--- src/inc/avp_pkg.sv ---
/*
 * Analog value preprocessor shared definitions: raw value codes,
 * smoothing factor selection codes, cycle timing and the carrier
 * structs used at the top module ports and by the testbench.
 * Assumes a single 100 MHz system clock.
 */
`default_nettype none

package avp_pkg;

    // ========================================================================
    // raw value codes
    // ========================================================================
    localparam logic signed [15:0] AVP_CODE_OVERFLOW  = 16'sh7FFF;
    localparam logic signed [15:0] AVP_CODE_UNDERFLOW = 16'sh8000;
    localparam logic signed [15:0] AVP_NOMINAL_TOP    = 16'sh6C00;
    localparam logic signed [15:0] AVP_OVERRANGE_TOP  = 16'sh7EFF;
    localparam logic signed [15:0] AVP_UNDERRANGE_BOT = 16'sh8100;
    localparam logic signed [15:0] AVP_LIMIT_OFF      = 16'sh0000;
    localparam logic signed [15:0] AVP_ZERO           = 16'sh0000;

    // ========================================================================
    // smoothing factor selection (k = 1, 4, 32, 64)
    // ========================================================================
    typedef enum logic [1:0] {
        AVP_K1  = 2'h0,
        AVP_K4  = 2'h1,
        AVP_K32 = 2'h2,
        AVP_K64 = 2'h3
    } avp_kfac_t;

    // shift amount for each k (k is a power of two)
    localparam logic [2:0] AVP_SHIFT_K1  = 3'h0;
    localparam logic [2:0] AVP_SHIFT_K4  = 3'h2;
    localparam logic [2:0] AVP_SHIFT_K32 = 3'h5;
    localparam logic [2:0] AVP_SHIFT_K64 = 3'h6;

    // ========================================================================
    // timing
    // ========================================================================
    localparam int unsigned AVP_CLK_HZ        = 100_000_000;
    localparam int unsigned AVP_CYCLE_MS      = 500;
    localparam int unsigned AVP_CYCLE_CLKS    = AVP_CLK_HZ / 1000 * AVP_CYCLE_MS;
    localparam int unsigned AVP_SUPP_DEF_CYC  = 4;

    // ========================================================================
    // reset values
    // ========================================================================
    localparam logic       AVP_RST_FLAG = 1'b0;

    // ========================================================================
    // carrier structs
    // ========================================================================
    // per data point configuration
    typedef struct packed {
        logic              unipolar_en;
        logic              src_input_module;
        logic              src_software;
        logic              mean_active;
        logic              trig_cfg;
        logic              status_proto;
        avp_kfac_t         kfac;
        logic [15:0]       supp_cycles;
        logic signed [15:0] lim_high;
        logic signed [15:0] lim_low;
    } avp_cfg_t;

    // transmit output
    typedef struct packed {
        logic              valid;
        logic signed [15:0] value;
        logic              range_violation_flag;
    } avp_tx_t;

    // ========================================================================
    // shared function: overflow/underflow code test
    // ========================================================================
    function automatic logic avp_is_fault(input logic signed [15:0] v);
        avp_is_fault = (v == AVP_CODE_OVERFLOW) || (v == AVP_CODE_UNDERFLOW);
    endfunction : avp_is_fault

endpackage : avp_pkg

`default_nettype wire

--- src/rtl/avp_preproc.sv ---
/*
 * Analog value preprocessor for one data point: unipolar clamp, fault
 * suppression, exponential smoothing and high/low limit comparison.
 * Assumes raw values are synchronous to i_clk_sys and held stable; the
 * configuration is static ports; the output is a transfer strobe with value.
 */
`timescale 1ns/1ps
`default_nettype none

// Summary of operation
// - unipolar option clamps negative values to zero
// - input module wire-break code passes clamp unchanged
// - software input values below zero become zero
// - clamp ignored while mean generation active
// - suppression needs trigger, off under mean generation
// - overflow/underflow codes withheld during suppression time
// - after expiry send code only if persisting
// - early return sends current in-range value
// - smoothing needs trigger, off under mean generation
// - smoothed equals (x plus (k-1)y) over k
// - factor k selectable as 1, 4, 32, 64
// - limit check only for memory-sourced points
// - above high limit sets flag, below clears
// - below low limit sets flag, above clears
// - flag updated at transfer, status protocols only
// - zero limit disables that comparison
// - limits are signed 16-bit raw values
// - stale limit value still evaluated when nonzero
// - steps run every 500 ms cycle
module avp_preproc #(
    parameter int unsigned CYCLE_CLKS = avp_pkg::AVP_CYCLE_CLKS
) (
    input  wire logic               i_clk_sys,
    input  wire logic               i_nrst,
    input  wire avp_pkg::avp_cfg_t  i_cfg,
    input  wire logic signed [15:0] i_raw,
    output avp_pkg::avp_tx_t        o_tx,
    output logic                    o_cycle_tick
);
    import avp_pkg::*;

    // one-hot sequencer phases
    typedef enum logic [2:0] {
        ST_IDLE  = 3'b001,
        ST_EVAL  = 3'b010,
        ST_SEND  = 3'b100
    } avp_phase_t;

    typedef struct packed {
        avp_phase_t         phase;
        logic [31:0]        tick_cnt;
        logic signed [15:0] clamped;
        logic               fault;
        logic               tx_valid;
        logic signed [15:0] tx_value;
        logic               flag;
    } avp_state_t;

    avp_state_t state;
    avp_state_t next_state;

    logic               cycle_tick;
    logic               supp_en;
    logic               smooth_off;
    logic               hold;
    logic signed [15:0] smoothed;
    logic signed [15:0] clamp_val;
    logic               lim_allowed;
    logic               lim_step;

    // ========================================================================
    // unipolar clamp
    // ========================================================================
    function automatic logic signed [15:0] avp_clamp(
        input logic signed [15:0] v,
        input logic               en,
        input logic               from_module
    );
        if (en && v < AVP_ZERO) begin
            if (from_module && v == AVP_CODE_UNDERFLOW) begin
                avp_clamp = v;
            end else begin
                avp_clamp = AVP_ZERO;
            end
        end else begin
            avp_clamp = v;
        end
    endfunction : avp_clamp

    // clamp is off under mean generation
    assign clamp_val = avp_clamp(i_raw, i_cfg.unipolar_en && !i_cfg.mean_active,
                                 i_cfg.src_input_module && !i_cfg.src_software);

    // ========================================================================
    // 500 ms cycle tick
    // ========================================================================
    assign cycle_tick = (state.tick_cnt == 32'(CYCLE_CLKS - 1));

    // gating of the triggered options
    assign supp_en    = i_cfg.trig_cfg && !i_cfg.mean_active;
    assign smooth_off = !i_cfg.trig_cfg || i_cfg.mean_active;
    assign lim_allowed = i_cfg.trig_cfg && !i_cfg.src_input_module;

    // ========================================================================
    // helpers
    // ========================================================================
    // suppression cycle counter
    avp_supp_timer u_timer (
        .i_clk_sys  (i_clk_sys),
        .i_nrst     (i_nrst),
        .i_step     (state.phase == ST_EVAL),
        .i_enable   (supp_en),
        .i_fault    (state.fault),
        .i_duration (i_cfg.supp_cycles),
        .o_hold     (hold)
    );

    // smoother, stepped on in-range cycles
    avp_smooth u_smooth (
        .i_clk_sys  (i_clk_sys),
        .i_nrst     (i_nrst),
        .i_step     (state.phase == ST_EVAL && !state.fault),
        .i_bypass   (smooth_off),
        .i_kfac     (i_cfg.kfac),
        .i_sample   (state.clamped),
        .o_smoothed (smoothed)
    );

    // ========================================================================
    // limit comparison with hysteresis-free set/clear
    // ========================================================================
    function automatic logic avp_limit_flag(
        input logic               prev,
        input logic signed [15:0] v,
        input logic signed [15:0] hi,
        input logic signed [15:0] lo
    );
        logic hi_on;
        logic lo_on;
        logic r;
        hi_on = (hi != AVP_LIMIT_OFF);
        lo_on = (lo != AVP_LIMIT_OFF);
        r = prev;
        if ((hi_on && v > hi) || (lo_on && v < lo)) begin
            r = 1'b1;
        end else if ((!hi_on || v < hi) && (!lo_on || v > lo)) begin
            r = 1'b0;
        end
        if (!hi_on && !lo_on) begin
            r = 1'b0;
        end
        avp_limit_flag = r;
    endfunction : avp_limit_flag

    // ========================================================================
    // sequencer
    // ========================================================================
    always_comb begin
        logic signed [15:0] outv;
        outv = AVP_ZERO;
        next_state = state;
        // valid is a one-cycle pulse
        next_state.tx_valid = 1'b0;
        // free-running cycle counter
        next_state.tick_cnt = cycle_tick ? 32'h00000000
                                         : state.tick_cnt + 32'h00000001;
        unique case (state.phase)
            ST_IDLE: begin
                if (cycle_tick) begin
                    // capture the clamped sample for this cycle
                    next_state.clamped = clamp_val;
                    next_state.fault   = avp_is_fault(clamp_val);
                    next_state.phase   = ST_EVAL;
                end
            end

            ST_EVAL: begin
                next_state.phase = ST_SEND;
            end

            ST_SEND: begin
                if (state.fault) begin
                    // code sent only once suppression elapsed and still present
                    next_state.tx_valid = !hold;
                    outv = state.clamped;
                end else begin
                    // in-range value goes out at once, smoothed if enabled
                    next_state.tx_valid = 1'b1;
                    outv = smoothed;
                end
                next_state.tx_value = outv;
                if (!hold && i_cfg.status_proto && lim_allowed) begin
                    // flag tracks the transferred value
                    next_state.flag = avp_limit_flag(state.flag, outv,
                                                     i_cfg.lim_high, i_cfg.lim_low);
                end
                next_state.phase = ST_IDLE;
            end

            default: begin
                next_state.phase = ST_IDLE;
            end
        endcase
    end

    // state register
    always_ff @(posedge i_clk_sys) begin
        if (!i_nrst) begin
            state       <= '0;
            state.phase <= ST_IDLE;
            state.flag  <= AVP_RST_FLAG;
        end else begin
            state <= next_state;
        end
    end

    // ========================================================================
    // outputs
    // ========================================================================
    // registered transfer outputs
    assign o_tx.valid                = state.tx_valid;
    assign o_tx.value                = state.tx_value;
    assign o_tx.range_violation_flag = state.flag;
    assign o_cycle_tick              = cycle_tick;

    // in-range transfer that updates the flag
    assign lim_step = state.phase == ST_SEND && !state.fault
                      && i_cfg.status_proto && lim_allowed;
endmodule : avp_preproc

`default_nettype wire

--- src/rtl/avp_smooth.sv ---
/*
 * First order smoothing: y = (x + (k-1)*y_prev) / k with k a power of two.
 * Assumes one update strobe per in-range preprocessing cycle from the top module.
 */
`timescale 1ns/1ps
`default_nettype none

module avp_smooth (
    input  wire logic               i_clk_sys,
    input  wire logic               i_nrst,
    input  wire logic               i_step,
    input  wire logic               i_bypass,
    input  wire avp_pkg::avp_kfac_t i_kfac,
    input  wire logic signed [15:0] i_sample,
    output logic signed [15:0]      o_smoothed
);
    import avp_pkg::*;

    typedef struct packed {
        logic              primed;
        logic signed [15:0] y;
    } avp_sm_state_t;

    avp_sm_state_t state;
    avp_sm_state_t next_state;

    // shift for selected factor
    function automatic logic [2:0] avp_kshift(input avp_kfac_t k);
        unique case (k)
            AVP_K1:  avp_kshift = AVP_SHIFT_K1;
            AVP_K4:  avp_kshift = AVP_SHIFT_K4;
            AVP_K32: avp_kshift = AVP_SHIFT_K32;
            AVP_K64: avp_kshift = AVP_SHIFT_K64;
        endcase
    endfunction : avp_kshift

    // ========================================================================
    // recurrence
    // ========================================================================
    always_comb begin
        logic signed [23:0] acc;
        logic [2:0]         sh;
        acc = 24'sh000000;
        sh  = avp_kshift(i_kfac);
        next_state = state;
        if (i_step) begin
            if (i_bypass || !state.primed || sh == AVP_SHIFT_K1) begin
                next_state.y = i_sample;
            end else begin
                // x + k*y - y, then arithmetic divide by k
                acc = 24'(i_sample) + (24'(state.y) <<< sh) - 24'(state.y);
                next_state.y = 16'(acc >>> sh);
            end
            next_state.primed = 1'b1;
        end
    end

    always_ff @(posedge i_clk_sys) begin
        if (!i_nrst) begin
            state <= '0;
        end else begin
            state <= next_state;
        end
    end

    assign o_smoothed = state.y;
endmodule : avp_smooth

`default_nettype wire

--- src/rtl/avp_supp_timer.sv ---
/*
 * Fault suppression timer: counts preprocessing cycles while the value
 * sits on an overflow or underflow code.
 * Assumes the top module strobes i_step once per preprocessing cycle.
 */
`timescale 1ns/1ps
`default_nettype none

module avp_supp_timer (
    input  wire logic        i_clk_sys,
    input  wire logic        i_nrst,
    input  wire logic        i_step,
    input  wire logic        i_enable,
    input  wire logic        i_fault,
    input  wire logic [15:0] i_duration,
    output logic             o_hold
);
    import avp_pkg::*;

    typedef struct packed {
        logic [15:0] count;
    } avp_tm_state_t;

    avp_tm_state_t state;
    avp_tm_state_t next_state;

    // ========================================================================
    // counter: starts on fault entry, cleared on return into range
    // ========================================================================
    always_comb begin
        next_state = state;
        if (i_step) begin
            if (!i_enable || !i_fault) begin
                next_state.count = 16'h0000;
            end else if (state.count != 16'hFFFF) begin
                next_state.count = state.count + 16'h0001;
            end
        end
    end

    always_ff @(posedge i_clk_sys) begin
        if (!i_nrst) begin
            state <= '0;
        end else begin
            state <= next_state;
        end
    end

    // withhold while fewer than duration cycles have elapsed
    assign o_hold = i_enable && i_fault && (state.count < i_duration);

endmodule : avp_supp_timer

`default_nettype wire

--- config.mk ---
export PLATFORM = sky130hd
export DESIGN_NAME = avp_preproc
export DESIGN_NICKNAME = d
export VERILOG_FILES = /design/src/inc/avp_pkg.sv /design/src/rtl/avp_preproc.sv /design/src/rtl/avp_smooth.sv /design/src/rtl/avp_supp_timer.sv
export SDC_FILE = /design/constraint.sdc
export NUM_CORES = 1
export LEC_CHECK = 0
export ABC_AREA = 0
export BUFFER_PORTS_ARGS = -buffer_cell sky130_fd_sc_hd__buf_2
export CORE_MARGIN = 2
export CORE_UTILIZATION = 65
export CTS_CLUSTER_DIAMETER = 60
export DETAILED_ROUTE_END_ITERATION = 8
export GPL_TIMING_DRIVEN = 0
export MAX_ROUTING_LAYER = met4
export PLACE_DENSITY = 0.87
export RECOVER_POWER = 100
export SLEW_MARGIN = 0
export SYNTH_ARGS = -nofsm -noshare
export SYNTH_HDL_FRONTEND = slang
export SYNTH_SLANG_ARGS = --single-unit
--- constraint.sdc ---
create_clock -name i_clk_sys -period 14.36 [get_ports i_clk_sys]
set_clock_uncertainty 0.1 [all_clocks]
set_input_delay 2.872 -clock i_clk_sys [delete_from_list [all_inputs] [get_ports i_clk_sys]]
set_output_delay 2.872 -clock i_clk_sys [all_outputs]
set_load 0.02 [all_outputs]
==> results_dict.tcl <==
set metrics [dict create \
    synth_top_area_cell "dfxtp_1" \
    path_max_fanout 10 \
    crit_type "input pin to register" \
    cp.required_ps 14530 \
    groute.usage.overall_pct 33.1 \
    dieHeight_um 117 \
    post_cts_resized 0 \
    status "completed" \
    rsz0062_at_grt "false" \
    nNetsFinal 1289 \
    synth_ff_type "dfxtp_1" \
    setup.worst_path.end_class "register" \
    drtIter0Drc 815 \
    place.gp.congestion 0.982 \
    ctsHoldBuffers 0 \
    drc 0 \
    dpl.hpwl_mm 17.7 \
    yosysSeqAreaShare_pct 24.7 \
    async_flop_share_pct 0 \
    ys_top_cells_by_area "dfxtp_1, ha_1, fa_1" \
    synth_top_area_share_pct 24.7 \
    crit_chain "clkbuf_1 > clkbuf_1 > clkbuf_1 > clkbuf_1 > nand2_1 > a21o_1 > fa_1 > inv_1 > ha_1 > a21oi_1 > o211ai_1 > a2111oi_0 > o41ai_4 > xor2_1 > o221ai_1 > and2_0 > a211oi_2" \
    io_buffers 90 \
    synth_area_um2 8350 \
    cts_buffers 9 \
    die_area_um2 13800 \
    max-slew-margin-rel_pct 20.1 \
    worst_pin_slew_ps 1190 \
    cts_root_buf "clkbuf_16" \
    synth-edff-count 0 \
    antenna_found_initial 0 \
    crit_cells 17 \
    clk_pin_slew_ps 70 \
    rrSetupSlack_ps 9890 \
    max_stage_delay_ps 970 \
    maxCapViolCount 0 \
    ant_nets 0 \
    fillers 974 \
    path_buf_inv 5 \
    slew_viol_final 0 \
    rows 41 \
    power_per_cell_area_nw_per_um2 64.9 \
    overflow 0 \
    pre_cts_slack_ps 6640 \
    synth_cell_types 72 \
    avgSynthCellArea_um2 8.18 \
    p_leak_uw 0.00407 \
    drtPass1Iterations 5 \
    clock_sinks 103 \
    cp-endpoint "u_smooth.o_smoothed[15]" \
    startpoint "i_cfg[48]" \
    arrival_ps 8190 \
    antenna_cells 0 \
    ys_warn_count 0 \
    clockBufferDepth 2 \
    initial_utilization_pct 66.4 \
    postSynthCellCount 1020 \
    crit_path_top_delay_cell "a2111oi_0" \
    postCtsSetupRepairBufs 0 \
    grt_first_pass_wirelength_mm 36.3 \
    total_power_uw 600 \
    avgViaCountPerCell 6.08 \
    cp-start-kind "input pin" \
    cp_top_family "compound AO/OA/AOI/OAI gates" \
    dp.cells 1282 \
    rr_startpoint "u_smooth.o_smoothed[1]" \
    grt_pass1_vias 7424 \
    worstRegToRegCells 13 \
    wl_per_cell_um 17.2 \
    fmax_ghz 0.125 \
    insertion_delay_ps 360 \
    area_growth_pct 10.7 \
    core_area_um2 12600 \
    finalHoldViolCount 0 \
    fin_ws_ps 6350 \
    wl_mm 22.3 \
    path_common_cell "clkbuf_1" \
    whs_ps 399 \
    h-tree-depth 3 \
    grt_start_max_net_pins 18 \
    hold_start "u_timer.state[1]" \
    cts_tree "done" \
    vdd_ir_drop_max_v 0.0000625 \
    top_level_ports 93 \
    drive_gt1_share_pct 13.1 \
    totalNegativeSetupSlack_ps 0 \
    vias 7889 \
    layoutNonFillerInstCount 1298 \
    min_path_type "register to register" \
    worst_r2r_endpoint "u_smooth.o_smoothed[15]" \
    ys_seq_elements 103 \
    period_share_pct 55.8 \
    setup_viol 0 \
    layout_min_cycle_time_ps 8010 \
    dieWidth_um 117 \
    syn-num-nets 1188 \
]
[state kept, by name (all words and copies together), names as in the netlist]
signal / count
o_tx: 18
state: 52
u_smooth.state: 1
u_smooth.o_smoothed: 16
u_timer.state: 16
[metal layers]
metal	track usage, %	vias to the layer above	part of all wire, %	routed length, um
li1	-	3771	-	-
met2	53.5	418	46	10300
met1	42.4	3634	42	9360
met3	6.08	66	8.9	1980
met5	-	-	0	0
met4	10.5	0	3.2	703
[report_power, final]
part	leakage [uW]	switching [uW]	internal, uW	total, uW
registers	0.000830	0.870	286	287
logic	0.00312	47.6	31.8	79.5
clock network	0.000124	114	120	234
total	0.00407	162	438	600
[synthesized netlist by cell type, types with 12 or more instances]
master      n
nor4_1     15
and3_1     12
a21o_1     18
xor2_1     39
nand2_1    80
nor2_1    101
nor3_1     12
mux2_2     19
fa_1       21
nand3_1    47
nand4_1    29
ha_1       73
nor2b_1    12
clkbuf_1   22
a21oi_1    55
o21ai_0    39
buf_4      19
inv_1     108
dfxtp_1   103
nand2b_1   12
xnor2_1    16
mux2i_1    27
[tightest hold or removal path, delay by kind of cell, from the launching register on]
family	cells	cell delay, ps
AOI/OAI and AO/OA	1	50
DFF	1	340
and+or+nand+nor	1	60
[placed cells by master, fill, tap and decap left out, types with 6 or more instances in the layout]
| master | instances |
|---|---|
| inv_1 | 108 |
| o21ai_0 | 40 |
| xor2_1 | 39 |
| a21o_1 | 18 |
| dfxtp_1 | 103 |
| buf_2 | 69 |
| nand2b_1 | 12 |
| mux4_2 | 9 |
| a21oi_1 | 55 |
| nor4_1 | 15 |
| xnor2_1 | 16 |
| o22ai_1 | 6 |
| buf_4 | 19 |
| clkbuf_1 | 50 |
| o21a_1 | 7 |
| nand4_1 | 29 |
| clkbuf_16 | 9 |
| or3_1 | 6 |
| nand3_1 | 47 |
| mux2i_1 | 27 |
| mux2_2 | 19 |
| nor2_1 | 101 |
| fa_1 | 21 |
| ha_1 | 73 |
| a211oi_1 | 7 |
| a31oi_1 | 7 |
| a221oi_1 | 9 |
| nor3_1 | 12 |
| nand2_1 | 80 |
| nor2b_1 | 12 |
| and3_1 | 12 |
[cell families (layout without fill, tap and decap cells)]
group	Yosys count	in the layout	share of synthesized area [%]
simple gates	354	354	20.9
compound gates	197	197	15.9
buf+inv	162	268	8.52
flops	103	103	24.7
fa+ha+maj	94	94	16.0
xor+xnor	55	55	5.77
mux	55	55	8.23
[final cells by class]
| type | instances | area (um^2) | share of cell area, % |
|---|---|---|---|
| Clock buffer | 11 | 233 | 2.52 |
| Clock inverter | 5 | 42.5 | 0.460 |
| Inverter | 108 | 405 | 4.39 |
| Timing Repair Buffer | 90 | 423 | 4.58 |
| Buffer | 54 | 298 | 3.22 |
| Multi-Input combinational cell | 755 | 5560 | 60.2 |
| Tap cell | 172 | 215 | 2.33 |
| Sequential cell | 103 | 2060 | 22.3 |
[worst min path at each step]
| stage | to | slack (ps) | cells after the start |
|---|---|---|---|
| 6_report | u_timer.state[1] | 400 | 2 |
| 5_1_grt | state[27] | 420 | 2 |
| 4_1_cts | o_tx[0] | 400 | 2 |
| 3_5_place_dp | o_tx[0] | 380 | 2 |
| 3_3_place_gp | state[35] | 370 | 1 |
| 2_1_floorplan | state[35] | 340 | 1 |
[stage by stage]
stage | utilization [%] | area (um^2)
CTS | 73.9 | 9290
global route | 73.5 | 9240
global placement | 71.7 | 9010
finish | 73.5 | 9240
floorplan | - | 8350
detailed placement | 71.7 | 9010
Power figures use the tool's default switching activity.
